**src/strap_defs.svh**
```systemverilog
`ifndef STRAP_DEFS_SVH
`define STRAP_DEFS_SVH
// strap bit positions within the latched word
`define STRAP_BIT_LDO     0
`define STRAP_BIT_BOOT    1
`define STRAP_BIT_QUAL    2
`define STRAP_BIT_LOG     3
`define STRAP_BIT_SDIO    4
`define STRAP_COUNT       5
// default pull levels: qual pull-down, log/sdio/boot pull-up, ldo tied high in module
`define STRAP_PULL_DEFAULT 5'h1b
`define STRAP_RESET_VALUE  5'h1b
`endif

```
**src/strap_pkg.sv**
```systemverilog
package strap_pkg;
    typedef logic [4:0] strap_word_t;
    typedef enum logic {
        FLASH_VDD_3V3,
        FLASH_VDD_1V8
    } flash_vdd_e;
    typedef enum logic {
        BOOT_DOWNLOAD,
        BOOT_SPI_FLASH
    } boot_src_e;
    typedef enum logic {
        EDGE_FALLING,
        EDGE_RISING
    } sdio_edge_e;
endpackage

```
**src/strap_if.sv**
```systemverilog
`timescale 1ns/100ps
interface strap_if;
    import strap_pkg::*;
    strap_word_t pins;
    strap_word_t latched;
    logic        capture;
    modport latch (input pins, input capture, output latched);
    modport user  (output pins, output capture, input latched);
endinterface

```
**src/strap_capture.sv**
```systemverilog
`timescale 1ns/100ps
`include "strap_defs.svh"
module strap_capture (
    input wire logic clk,
    input wire logic rst_n,
    strap_if.latch   sif
);
    import strap_pkg::*;

    strap_word_t latched_q;
    logic        done_q;

    // capture once on the release edge; later pin activity is ignored until the next reset
    always_ff @(posedge clk) begin
        if (!rst_n) begin
            done_q <= 1'b0;
        end else begin
            done_q <= 1'b1;
        end
    end

    always_ff @(posedge clk) begin
        if (!rst_n) begin
            latched_q <= `STRAP_RESET_VALUE;
        end else if (sif.capture && !done_q) begin
            latched_q <= sif.pins;
        end
    end

    assign sif.latched = latched_q;
endmodule

```
**src/boot_strap_latch_decode.sv**
```systemverilog
// Summary of operation
// - every system reset samples the four strap pins and the tied-high ldo bit into latches.
// - latched straps stay unchanged until the next reset or enable drop, whatever the pins do.
// - the five latched bits are readable as a status word.
// - during reset each strap pin has its own weak pull applied.
// - after reset the strap pins return to normal functional use.
// - ldo strap 0 selects 3.3 V flash supply, 1 selects 1.8 V.
// - boot select 1 gives flash boot; both pins 0 give download boot.
// - log strap 1 enables boot log on console uart tx, 0 silences.
// - log strap picks sdio input edge, sdio strap picks output edge.
// - firmware override bits replace strap-derived supply and sdio timing.
// - ldo strap is tied high inside the module, giving 1.8 V.
`timescale 1ns/100ps
`include "strap_defs.svh"
module boot_strap_latch_decode (
    input  wire logic                 clk,
    input  wire logic                 rst_n,
    input  wire logic                 module_enable,
    input  wire logic                 boot_select_pin,
    input  wire logic                 boot_qualifier_pin,
    input  wire logic                 log_and_timing_strap_pin,
    input  wire logic                 sdio_timing_strap_pin,
    input  wire logic                 vdd_override_en,
    input  wire strap_pkg::flash_vdd_e vdd_override_val,
    input  wire logic                 sdio_override_en,
    input  wire strap_pkg::sdio_edge_e sdio_in_override_val,
    input  wire strap_pkg::sdio_edge_e sdio_out_override_val,
    output      strap_pkg::strap_word_t strap_status,
    output      logic                 strap_pull_en,
    output      strap_pkg::strap_word_t strap_pull_level,
    output      logic                 strap_pins_functional,
    output      strap_pkg::flash_vdd_e flash_vdd_sel,
    output      strap_pkg::boot_src_e boot_source,
    output      logic                 download_boot_valid,
    output      logic                 boot_log_enable,
    output      strap_pkg::sdio_edge_e sdio_in_edge,
    output      strap_pkg::sdio_edge_e sdio_out_edge
);
    import strap_pkg::*;

    ////////////////////////////////////////////////////////////////////////////
    // capture
    // the capture module keeps the latched word; the pins are sampled once
    // per reset and later pin activity cannot reach it
    strap_if     sif ();
    strap_word_t raw_pins;
    strap_word_t word;
    logic        run;

    // ldo strap has no module pin: it is tied high internally
    always_comb begin
        raw_pins[`STRAP_BIT_LDO]  = 1'b1;
        raw_pins[`STRAP_BIT_BOOT] = boot_select_pin;
        raw_pins[`STRAP_BIT_QUAL] = boot_qualifier_pin;
        raw_pins[`STRAP_BIT_LOG]  = log_and_timing_strap_pin;
        raw_pins[`STRAP_BIT_SDIO] = sdio_timing_strap_pin;
    end
    assign sif.pins    = raw_pins;
    assign sif.capture = module_enable;
    assign run         = rst_n && module_enable;

    // module_enable low is treated as reset, so the straps are sampled again
    // on every enable release as well as on every rst_n release
    strap_capture u_capture (
        .clk   (clk),
        .rst_n (run),
        .sif   (sif)
    );

    // decode from the live pins in the capture cycle so outputs are valid
    // on the release edge itself rather than one cycle late
    // first_q marks the capture cycle: high through reset and on the first running edge
    logic first_q;
    always_ff @(posedge clk) begin
        if (!run) begin
            first_q <= 1'b1;
        end else begin
            first_q <= 1'b0;
        end
    end
    // after the capture edge only the latch is used, so pin activity is ignored
    assign word = first_q ? raw_pins : sif.latched;

    ////////////////////////////////////////////////////////////////////////////
    // pulls and pin ownership
    // a floating pin must read its default level, so the pulls stand
    // for the whole reset and drop on the first running edge
    always_ff @(posedge clk) begin
        if (!run) begin
            strap_pull_en <= 1'b1;
        end else begin
            strap_pull_en <= 1'b0;
        end
    end

    // pull direction per bit: qualifier down, the others up, ldo tied high
    // kept in a flop so that every output stays registered
    always_ff @(posedge clk) begin
        if (!run) begin
            strap_pull_level <= `STRAP_PULL_DEFAULT;
        end else begin
            strap_pull_level <= `STRAP_PULL_DEFAULT;
        end
    end

    // the pad mux hands the pins back to their normal functions once running
    always_ff @(posedge clk) begin
        if (!run) begin
            strap_pins_functional <= 1'b0;
        end else begin
            strap_pins_functional <= 1'b1;
        end
    end

    ////////////////////////////////////////////////////////////////////////////
    // strap-derived settings, before any firmware override
    // computed from word so the capture edge and later edges share one path
    // the sdio input edge shares its strap with the boot log enable
    flash_vdd_e strap_vdd;
    boot_src_e  strap_boot;
    logic       strap_dl_ok;
    logic       strap_log;
    sdio_edge_e strap_sdio_in;
    sdio_edge_e strap_sdio_out;

    always_comb begin
        strap_vdd      = flash_vdd_e'(word[`STRAP_BIT_LDO]);
        strap_boot     = word[`STRAP_BIT_BOOT] ? BOOT_SPI_FLASH : BOOT_DOWNLOAD;
        // boot select 0 with qualifier 1 is not a defined mode
        strap_dl_ok    = !word[`STRAP_BIT_BOOT] && !word[`STRAP_BIT_QUAL];
        strap_log      = word[`STRAP_BIT_LOG];
        strap_sdio_in  = sdio_edge_e'(word[`STRAP_BIT_LOG]);
        strap_sdio_out = sdio_edge_e'(word[`STRAP_BIT_SDIO]);
    end

    ////////////////////////////////////////////////////////////////////////////
    // firmware overrides
    // overrides are ignored on the capture edge itself, so every reset shows
    // the strap decode for at least one cycle before firmware can replace it
    logic ovr_live;
    logic vdd_ovr_take;
    logic sdio_ovr_take;

    assign ovr_live      = !first_q;
    assign vdd_ovr_take  = vdd_override_en && ovr_live;
    assign sdio_ovr_take = sdio_override_en && ovr_live;

    ////////////////////////////////////////////////////////////////////////////
    // registered outputs, one process per setting
    // reset values match the pull defaults so a held reset reads as idle
    // status mirrors the latch so firmware reads back exactly what was sampled
    always_ff @(posedge clk) begin
        if (!run) begin
            strap_status <= `STRAP_RESET_VALUE;
        end else begin
            strap_status <= word;
        end
    end

    // the strap always yields 1.8 V here; only firmware can pick 3.3 V
    always_ff @(posedge clk) begin
        if (!run) begin
            flash_vdd_sel <= FLASH_VDD_1V8;
        end else if (vdd_ovr_take) begin
            flash_vdd_sel <= vdd_override_val;
        end else begin
            flash_vdd_sel <= strap_vdd;
        end
    end

    // boot source is fixed for the whole run; no override exists for it
    always_ff @(posedge clk) begin
        if (!run) begin
            boot_source <= BOOT_SPI_FLASH;
        end else begin
            boot_source <= strap_boot;
        end
    end

    // lets the boot code refuse to run from an undefined strap combination
    always_ff @(posedge clk) begin
        if (!run) begin
            download_boot_valid <= 1'b0;
        end else begin
            download_boot_valid <= strap_dl_ok;
        end
    end

    // gates the boot log on the console uart tx line
    always_ff @(posedge clk) begin
        if (!run) begin
            boot_log_enable <= 1'b1;
        end else begin
            boot_log_enable <= strap_log;
        end
    end

    // both edges use the same take signal so the slave never sees a mix
    // of override and strap timing
    always_ff @(posedge clk) begin
        if (!run) begin
            sdio_in_edge <= EDGE_RISING;
        end else if (sdio_ovr_take) begin
            sdio_in_edge <= sdio_in_override_val;
        end else begin
            sdio_in_edge <= strap_sdio_in;
        end
    end

    // out edge follows the sdio strap, in edge the log strap
    always_ff @(posedge clk) begin
        if (!run) begin
            sdio_out_edge <= EDGE_RISING;
        end else if (sdio_ovr_take) begin
            sdio_out_edge <= sdio_out_override_val;
        end else begin
            sdio_out_edge <= strap_sdio_out;
        end
    end
endmodule

```
**config.mk**
```make
export PLATFORM = sky130hd
export DESIGN_NAME = boot_strap_latch_decode
export DESIGN_NICKNAME = d
export VERILOG_FILES = /design/src/strap_pkg.sv /design/src/strap_if.sv /design/src/strap_capture.sv /design/src/boot_strap_latch_decode.sv
export VERILOG_INCLUDE_DIRS = /design/src /design/src/src
export SDC_FILE = /design/constraint.sdc
export NUM_CORES = 1
export LEC_CHECK = 0
export BUFFER_PORTS_ARGS = -buffer_cell sky130_fd_sc_hd__buf_4
export CORE_UTILIZATION = 30
export CTS_CLUSTER_SIZE = 28
export DETAILED_ROUTE_END_ITERATION = 12
export GPL_TIMING_DRIVEN = 0
export HOLD_SLACK_MARGIN = 0.1
export PLACE_DENSITY = 0.69
export SYNTH_ARGS = -nofsm -noshare
export SYNTH_HDL_FRONTEND = slang
export SYNTH_SLANG_ARGS = --single-unit
```
**constraint.sdc**
```tcl
create_clock -name clk -period 2.57 [get_ports clk]
set_input_delay 0.1285 -clock clk [delete_from_list [all_inputs] [get_ports clk]]
set_output_delay 0.1285 -clock clk [all_outputs]
set_load 0.05 [all_outputs]
```
# Yosys cells after proc, flatten, opt, wreduce, memory -nomap -nowiden
# Index checks and enable logic that the tools add are counted.
# totals
ff_bits,17
out_inout_bits,18
inputBits,12
# classes
n_mux,7
n_reduce_logical,9
# ops
op,n
$mux 1,6
$logic_and 1x1->1,5
$mux 5,1
$logic_not 1->1,4

# Depth between registers and ports, before layout
# logic_depth
depth_word,3
depth_mapped,3
depth_no_buf,3

# Cells and area by module
# Synthesis repeated with hierarchy kept, for this count alone.
# unflattened
cells_unflattened,66
hier_area_um2,675.6
# modules_own_cells
module,area_each_um2,cells_per_inst,n_inst
boot_strap_latch_decode,449.2,44,1
strap_capture,226.5,22,1

# Worst setup path before layout
# Ideal clock, no wire load.
# synth_timing
path_type,register -> register
startpoint,"reg, netlist name strap_pull_en"
endpoint,reg download_boot_valid
t_arrival_ps,1278
setup_ps,66
path_slack_ps,1225
path_stages_with_launch,4
path_cell_list,dfxtp_1 -> buf_6 -> or3b_1 -> a21oi_2
# synth_lines
element,line_no,text
to (signal assigned),boot_strap_latch_decode.sv:185,download_boot_valid <= strap_dl_ok;
to (decl),boot_strap_latch_decode.sv:34,"output logic download_boot_valid,"

==> results_tabular.tex <==
\begin{tabular}{lr}
\hline
Metric & Value \\
\hline
\multicolumn{2}{l}{\textbf{Routing}} \\
\quad Wire length on met2 & 525 um \\
\quad TritonRoute pass-1 iters & 3 \\
\quad 1st-iter DRT viols & 5 \\
\quad Via/cell ratio & 3.89 \\
\quad Number of vias in the routed layout & 459 \\
\quad M1 WL & 455 um \\
\quad DRT Wirelength & 1070 um \\
\quad Routed length on met3 & 71 um \\
\quad DRC violations left & 0 \\
\quad Number of nets with antenna violations after detailed routing & 0 \\
\quad Detail-routed net length per standard cell & 9.07 um \\
\quad Uppermost layer routed & met4 \\
\multicolumn{2}{l}{\textbf{STA}} \\
\quad Final setup violation count & 0 \\
\quad Final critical-path setup slack & 1.28 ns \\
\quad Shortest clock period the worst path allows after layout & 1.29 ns \\
\quad Worst hold slack across all endpoints & 0.141 ns \\
\quad Worst setup skew after layout & 0.00659 ns \\
\quad Setup TNS & 0 ns \\
\quad Fin. Hold Viols & 0 \\
\quad Maximum operating frequency & 773 MHz \\
\quad Max-slew violation count & 0 \\
\quad Setup repair after global routing missed its margin & false \\
\quad Final clock period utilization by the worst path & 50.3\% \\
\multicolumn{2}{l}{\textbf{Yosys}} \\
\quad Share of synthesized area occupied by flip-flops and latches & 49.7\% \\
\quad \#FFs+latches synth & 14 \\
\quad Number of warnings printed during yosys synthesis & 0 \\
\quad Number of distinct library cells after synthesis & 17 \\
\quad Largest cells by area after synthesis & dfxtp\_1 (50\%), mux2i\_1 (14\%), buf\_4 (11\%), nand2\_1 (3.3\%), nor2\_1 (3.3\%) \\
\quad Dominant cell type by area after synthesis & dfxtp\_1 \\
\quad Top-area cell type share of the netlist area & 49.7\% \\
\quad Average footprint of a synthesized cell & 10.1 um\^{}2 \\
\quad Synth Flop Type & dfxtp\_1 \\
\quad Number of enable flip-flop cells after synthesis & 0 \\
\quad Fraction of registers with async set or reset after synthesis & 0\% \\
\quad Gate Count Post-Synth & 56 \\
\quad Synthesized cell area & 564 um\^{}2 \\
\multicolumn{2}{l}{\textbf{Critical path}} \\
\quad Flop2flop setup slack & 1.28 ns \\
\quad Logic depth of the worst register-to-register path & 4 \\
\quad Highest cell delay on the worst timing path & 0.55 ns \\
\quad Max Fanout on Critical Path & 10 \\
\quad Nature of the critical path startpoint & flop \\
\quad Cell with the largest stage delay on the worst path & dlygate4sd3\_1 \\
\quad Critical path type & reg2reg \\
\quad Terminus of the critical flop-to-flop path & flash\_vdd\_sel\$\_SDFF\_PN1\_ \\
\quad Critical Path, Cell by Cell & buf\_6, nor2\_1, nand3\_1, dlygate4sd3\_1 \\
\quad Data required time of the worst path & 2.74 ns \\
\quad Worst setup EP type & flop \\
\quad Critical path data arrival time & 1.46 ns \\
\quad Worst R2R Start & strap\_pull\_en\$\_DFF\_P\_ \\
\multicolumn{2}{l}{\textbf{Hold path}} \\
\quad Source of the worst hold timing path & sdio\_in\_override\_val \\
\quad HP Class & in2reg \\
\quad Worst hold endpoint & sdio\_in\_edge\$\_SDFF\_PN1\_ \\
\quad Worst hold path depth & 3 \\
\multicolumn{2}{l}{\textbf{Floorplan}} \\
\quad Die extent in y & 45.4 um \\
\quad Placement Rows & 15 \\
\quad Die W & 45.4 um \\
\quad Die Area & 0.00206 mm\^{}2 \\
\quad Starting utilization of the core area & 32.3\% \\
\quad Top-level port count & 30 \\
\quad Standard cell core area & 0.00175 mm\^{}2 \\
\multicolumn{2}{l}{\textbf{Status}} \\
\quad Result of the run & completed \\
\multicolumn{2}{l}{\textbf{GRT}} \\
\quad Via count of the first global-routing pass & 356 \\
\quad Initial antenna violation count & 0 \\
\quad Sum of overflow across all layers after global routing & 0 \\
\quad Global router's overall resource usage & 10.7\% \\
\quad Global-route wire length before repair & 1460 um \\
\quad Maximum number of pins on one net before global-route repair & 11 \\
\multicolumn{2}{l}{\textbf{Power and ir drop}} \\
\quad Worst-case vdd ir drop & 0.162 mV \\
\quad Leakage & 0.413 nW \\
\quad Power density over cell area & 568 mW/mm\^{}2 \\
\multicolumn{2}{l}{\textbf{Placement}} \\
\quad GPL Wtd Cong & 0.744 \\
\quad Number of I/O port buffers & 23 \\
\quad Worst slack at placement & 1.56 ns \\
\quad Area after DPL & 783 um\^{}2 \\
\quad Detailed placer's ending HPWL & 737 um \\
\multicolumn{2}{l}{\textbf{Final layout}} \\
\quad Fill cells & 166 \\
\quad Sequential standard cell area & 280 um\^{}2 \\
\quad Combined area of the multi-input logic cells & 220 um\^{}2 \\
\quad Final net count & 106 \\
\quad Final cell area excluding filler cells & 880 um\^{}2 \\
\quad Count of inserted antenna diode cells & 0 \\
\quad Fraction of layout cells with a size suffix above 1 & 43.0\% \\
\quad Fin util & 50.4\% \\
\quad Area added between synthesis and finish & 55.9\% \\
\multicolumn{2}{l}{\textbf{CTS}} \\
\quad Clock Sinks & 14 \\
\quad Clk pin slew, worst setup/hold paths & 0.09 ns \\
\quad Clock insertion delay at the later pin of the skew report & 0.28 ns \\
\quad Root buf cell & clkbuf\_4 \\
\quad Inserted Clock Buffers & 3 \\
\quad Clock tree from TritonCTS & done \\
\quad Maximum number of buffers from clock root to sink & 2 \\
\quad Post-CTS setup-driven buffer insertion count & 0 \\
\quad H-tree levels & 1 \\
\multicolumn{2}{l}{\textbf{Run}} \\
\quad Max capacitance violation total & 0 \\
\hline
\end{tabular}
[cell usage in the layout (no fill, tap or decap)]
| cell type | n |
|---|---|
| a21oi_2 | 1 |
| a22oi_1 | 2 |
| and3b_1 | 1 |
| buf_4 | 31 |
| buf_6 | 1 |
| clkbuf_1 | 1 |
| clkbuf_4 | 3 |
| clkbuf_8 | 1 |
| conb_1 | 6 |
| dfxtp_1 | 14 |
| dlygate4sd3_1 | 6 |
| inv_2 | 1 |
| mux2i_1 | 8 |
| nand2_1 | 5 |
| nand3_1 | 1 |
| nor2_1 | 5 |
| nor2b_2 | 2 |
| o21ai_1 | 2 |
| or3_1 | 1 |
| or3b_1 | 1 |
[area by class of cell]
type	instances	share of cell area, %
buffer	10	8.53
timing repair buffer	29	26.5
multi-input combinational	35	25.0
tap	25	3.56
inverter	1	0.427
clock buffer	4	4.13
sequential	14	31.9
[per-stage QoR]
step                      power (mW)  instances
after global routing           0.518        118
after CTS                      0.501        117
after floorplan                0.311         60
after detailed placement       0.342        108
after global placement         0.341        108
final                          0.500        118
[cells by family (layout without fill, tap and decap cells)]
| group | count (synthesis) | after routing | share of synthesized area, % |
|---|---|---|---|
| AOI/OAI and AO/OA | 5 | 5 | 5.99 |
| muxes | 8 | 8 | 14.2 |
| DFF | 14 | 14 | 49.7 |
| other | 2 | 6 | 1.33 |
| buffers and inverters | 11 | 44 | 14.0 |
| and+or+nand+nor | 16 | 16 | 14.9 |
[cells in the mapped netlist, types with 2 or more instances]
cell / n
nor2b_2: 2
mux2i_1: 8
a22oi_1: 2
o21ai_1: 2
nor2_1: 5
dfxtp_1: 14
nand2_1: 5
buf_4: 8
conb_1: 2
[critical path, delay by kind of cell, from the launching register on]
kind | cells | cell delay (ns)
buffers and inverters | 2 | 0.69
DFF | 1 | 0.32
and+or+nand+nor | 2 | 0.17
[how the worst max path moves through the flow]
stage / from / end / slack [ns] / cells past startpoint
detailed placement: strap_pull_en$_DFF_P_ / download_boot_valid$_SDFF_PN0_ / 1.56 / 3
global placement: strap_pull_en$_DFF_P_ / download_boot_valid$_SDFF_PN0_ / 1.57 / 3
finish: strap_pull_en$_DFF_P_ / flash_vdd_sel$_SDFF_PN1_ / 1.28 / 4
floorplan: strap_pull_en$_DFF_P_ / download_boot_valid$_SDFF_PN0_ / 1.23 / 3
CTS: strap_pull_en$_DFF_P_ / flash_vdd_sel$_SDFF_PN1_ / 1.28 / 4
global route: strap_pull_en$_DFF_P_ / flash_vdd_sel$_SDFF_PN1_ / 1.19 / 4
[state kept, by name, indices dropped and copies added (netlist names)]
signal,flops
strap_status,4
u_capture.sif.latched,4
download_boot_valid,1
flash_vdd_sel,1
sdio_in_edge,1
sdio_out_edge,1
strap_pull_en,1
u_capture.done_q,1
[power breakdown]
group | total, mW | switching, mW | internal, mW
sequential | 0.230 | 0.00411 | 0.226
combinational | 0.113 | 0.0681 | 0.0453
clock | 0.157 | 0.0706 | 0.0862
[timing repair]
| item | CTS | global route |
|---|---|---|
| hold endpoints to repair | 5 | 1 |
| gates resized for setup | 0 | 0 |
| hold buffers | 5 | 1 |
[per-layer routing]
layer  vias up  global-route usage [%]
met5         -                       0
met4         0                    9.09
met3         2                    3.57
met2        24                    18.3
met1       191                    10.3
li1        242                       -
(Power assumes the default switching activity.)
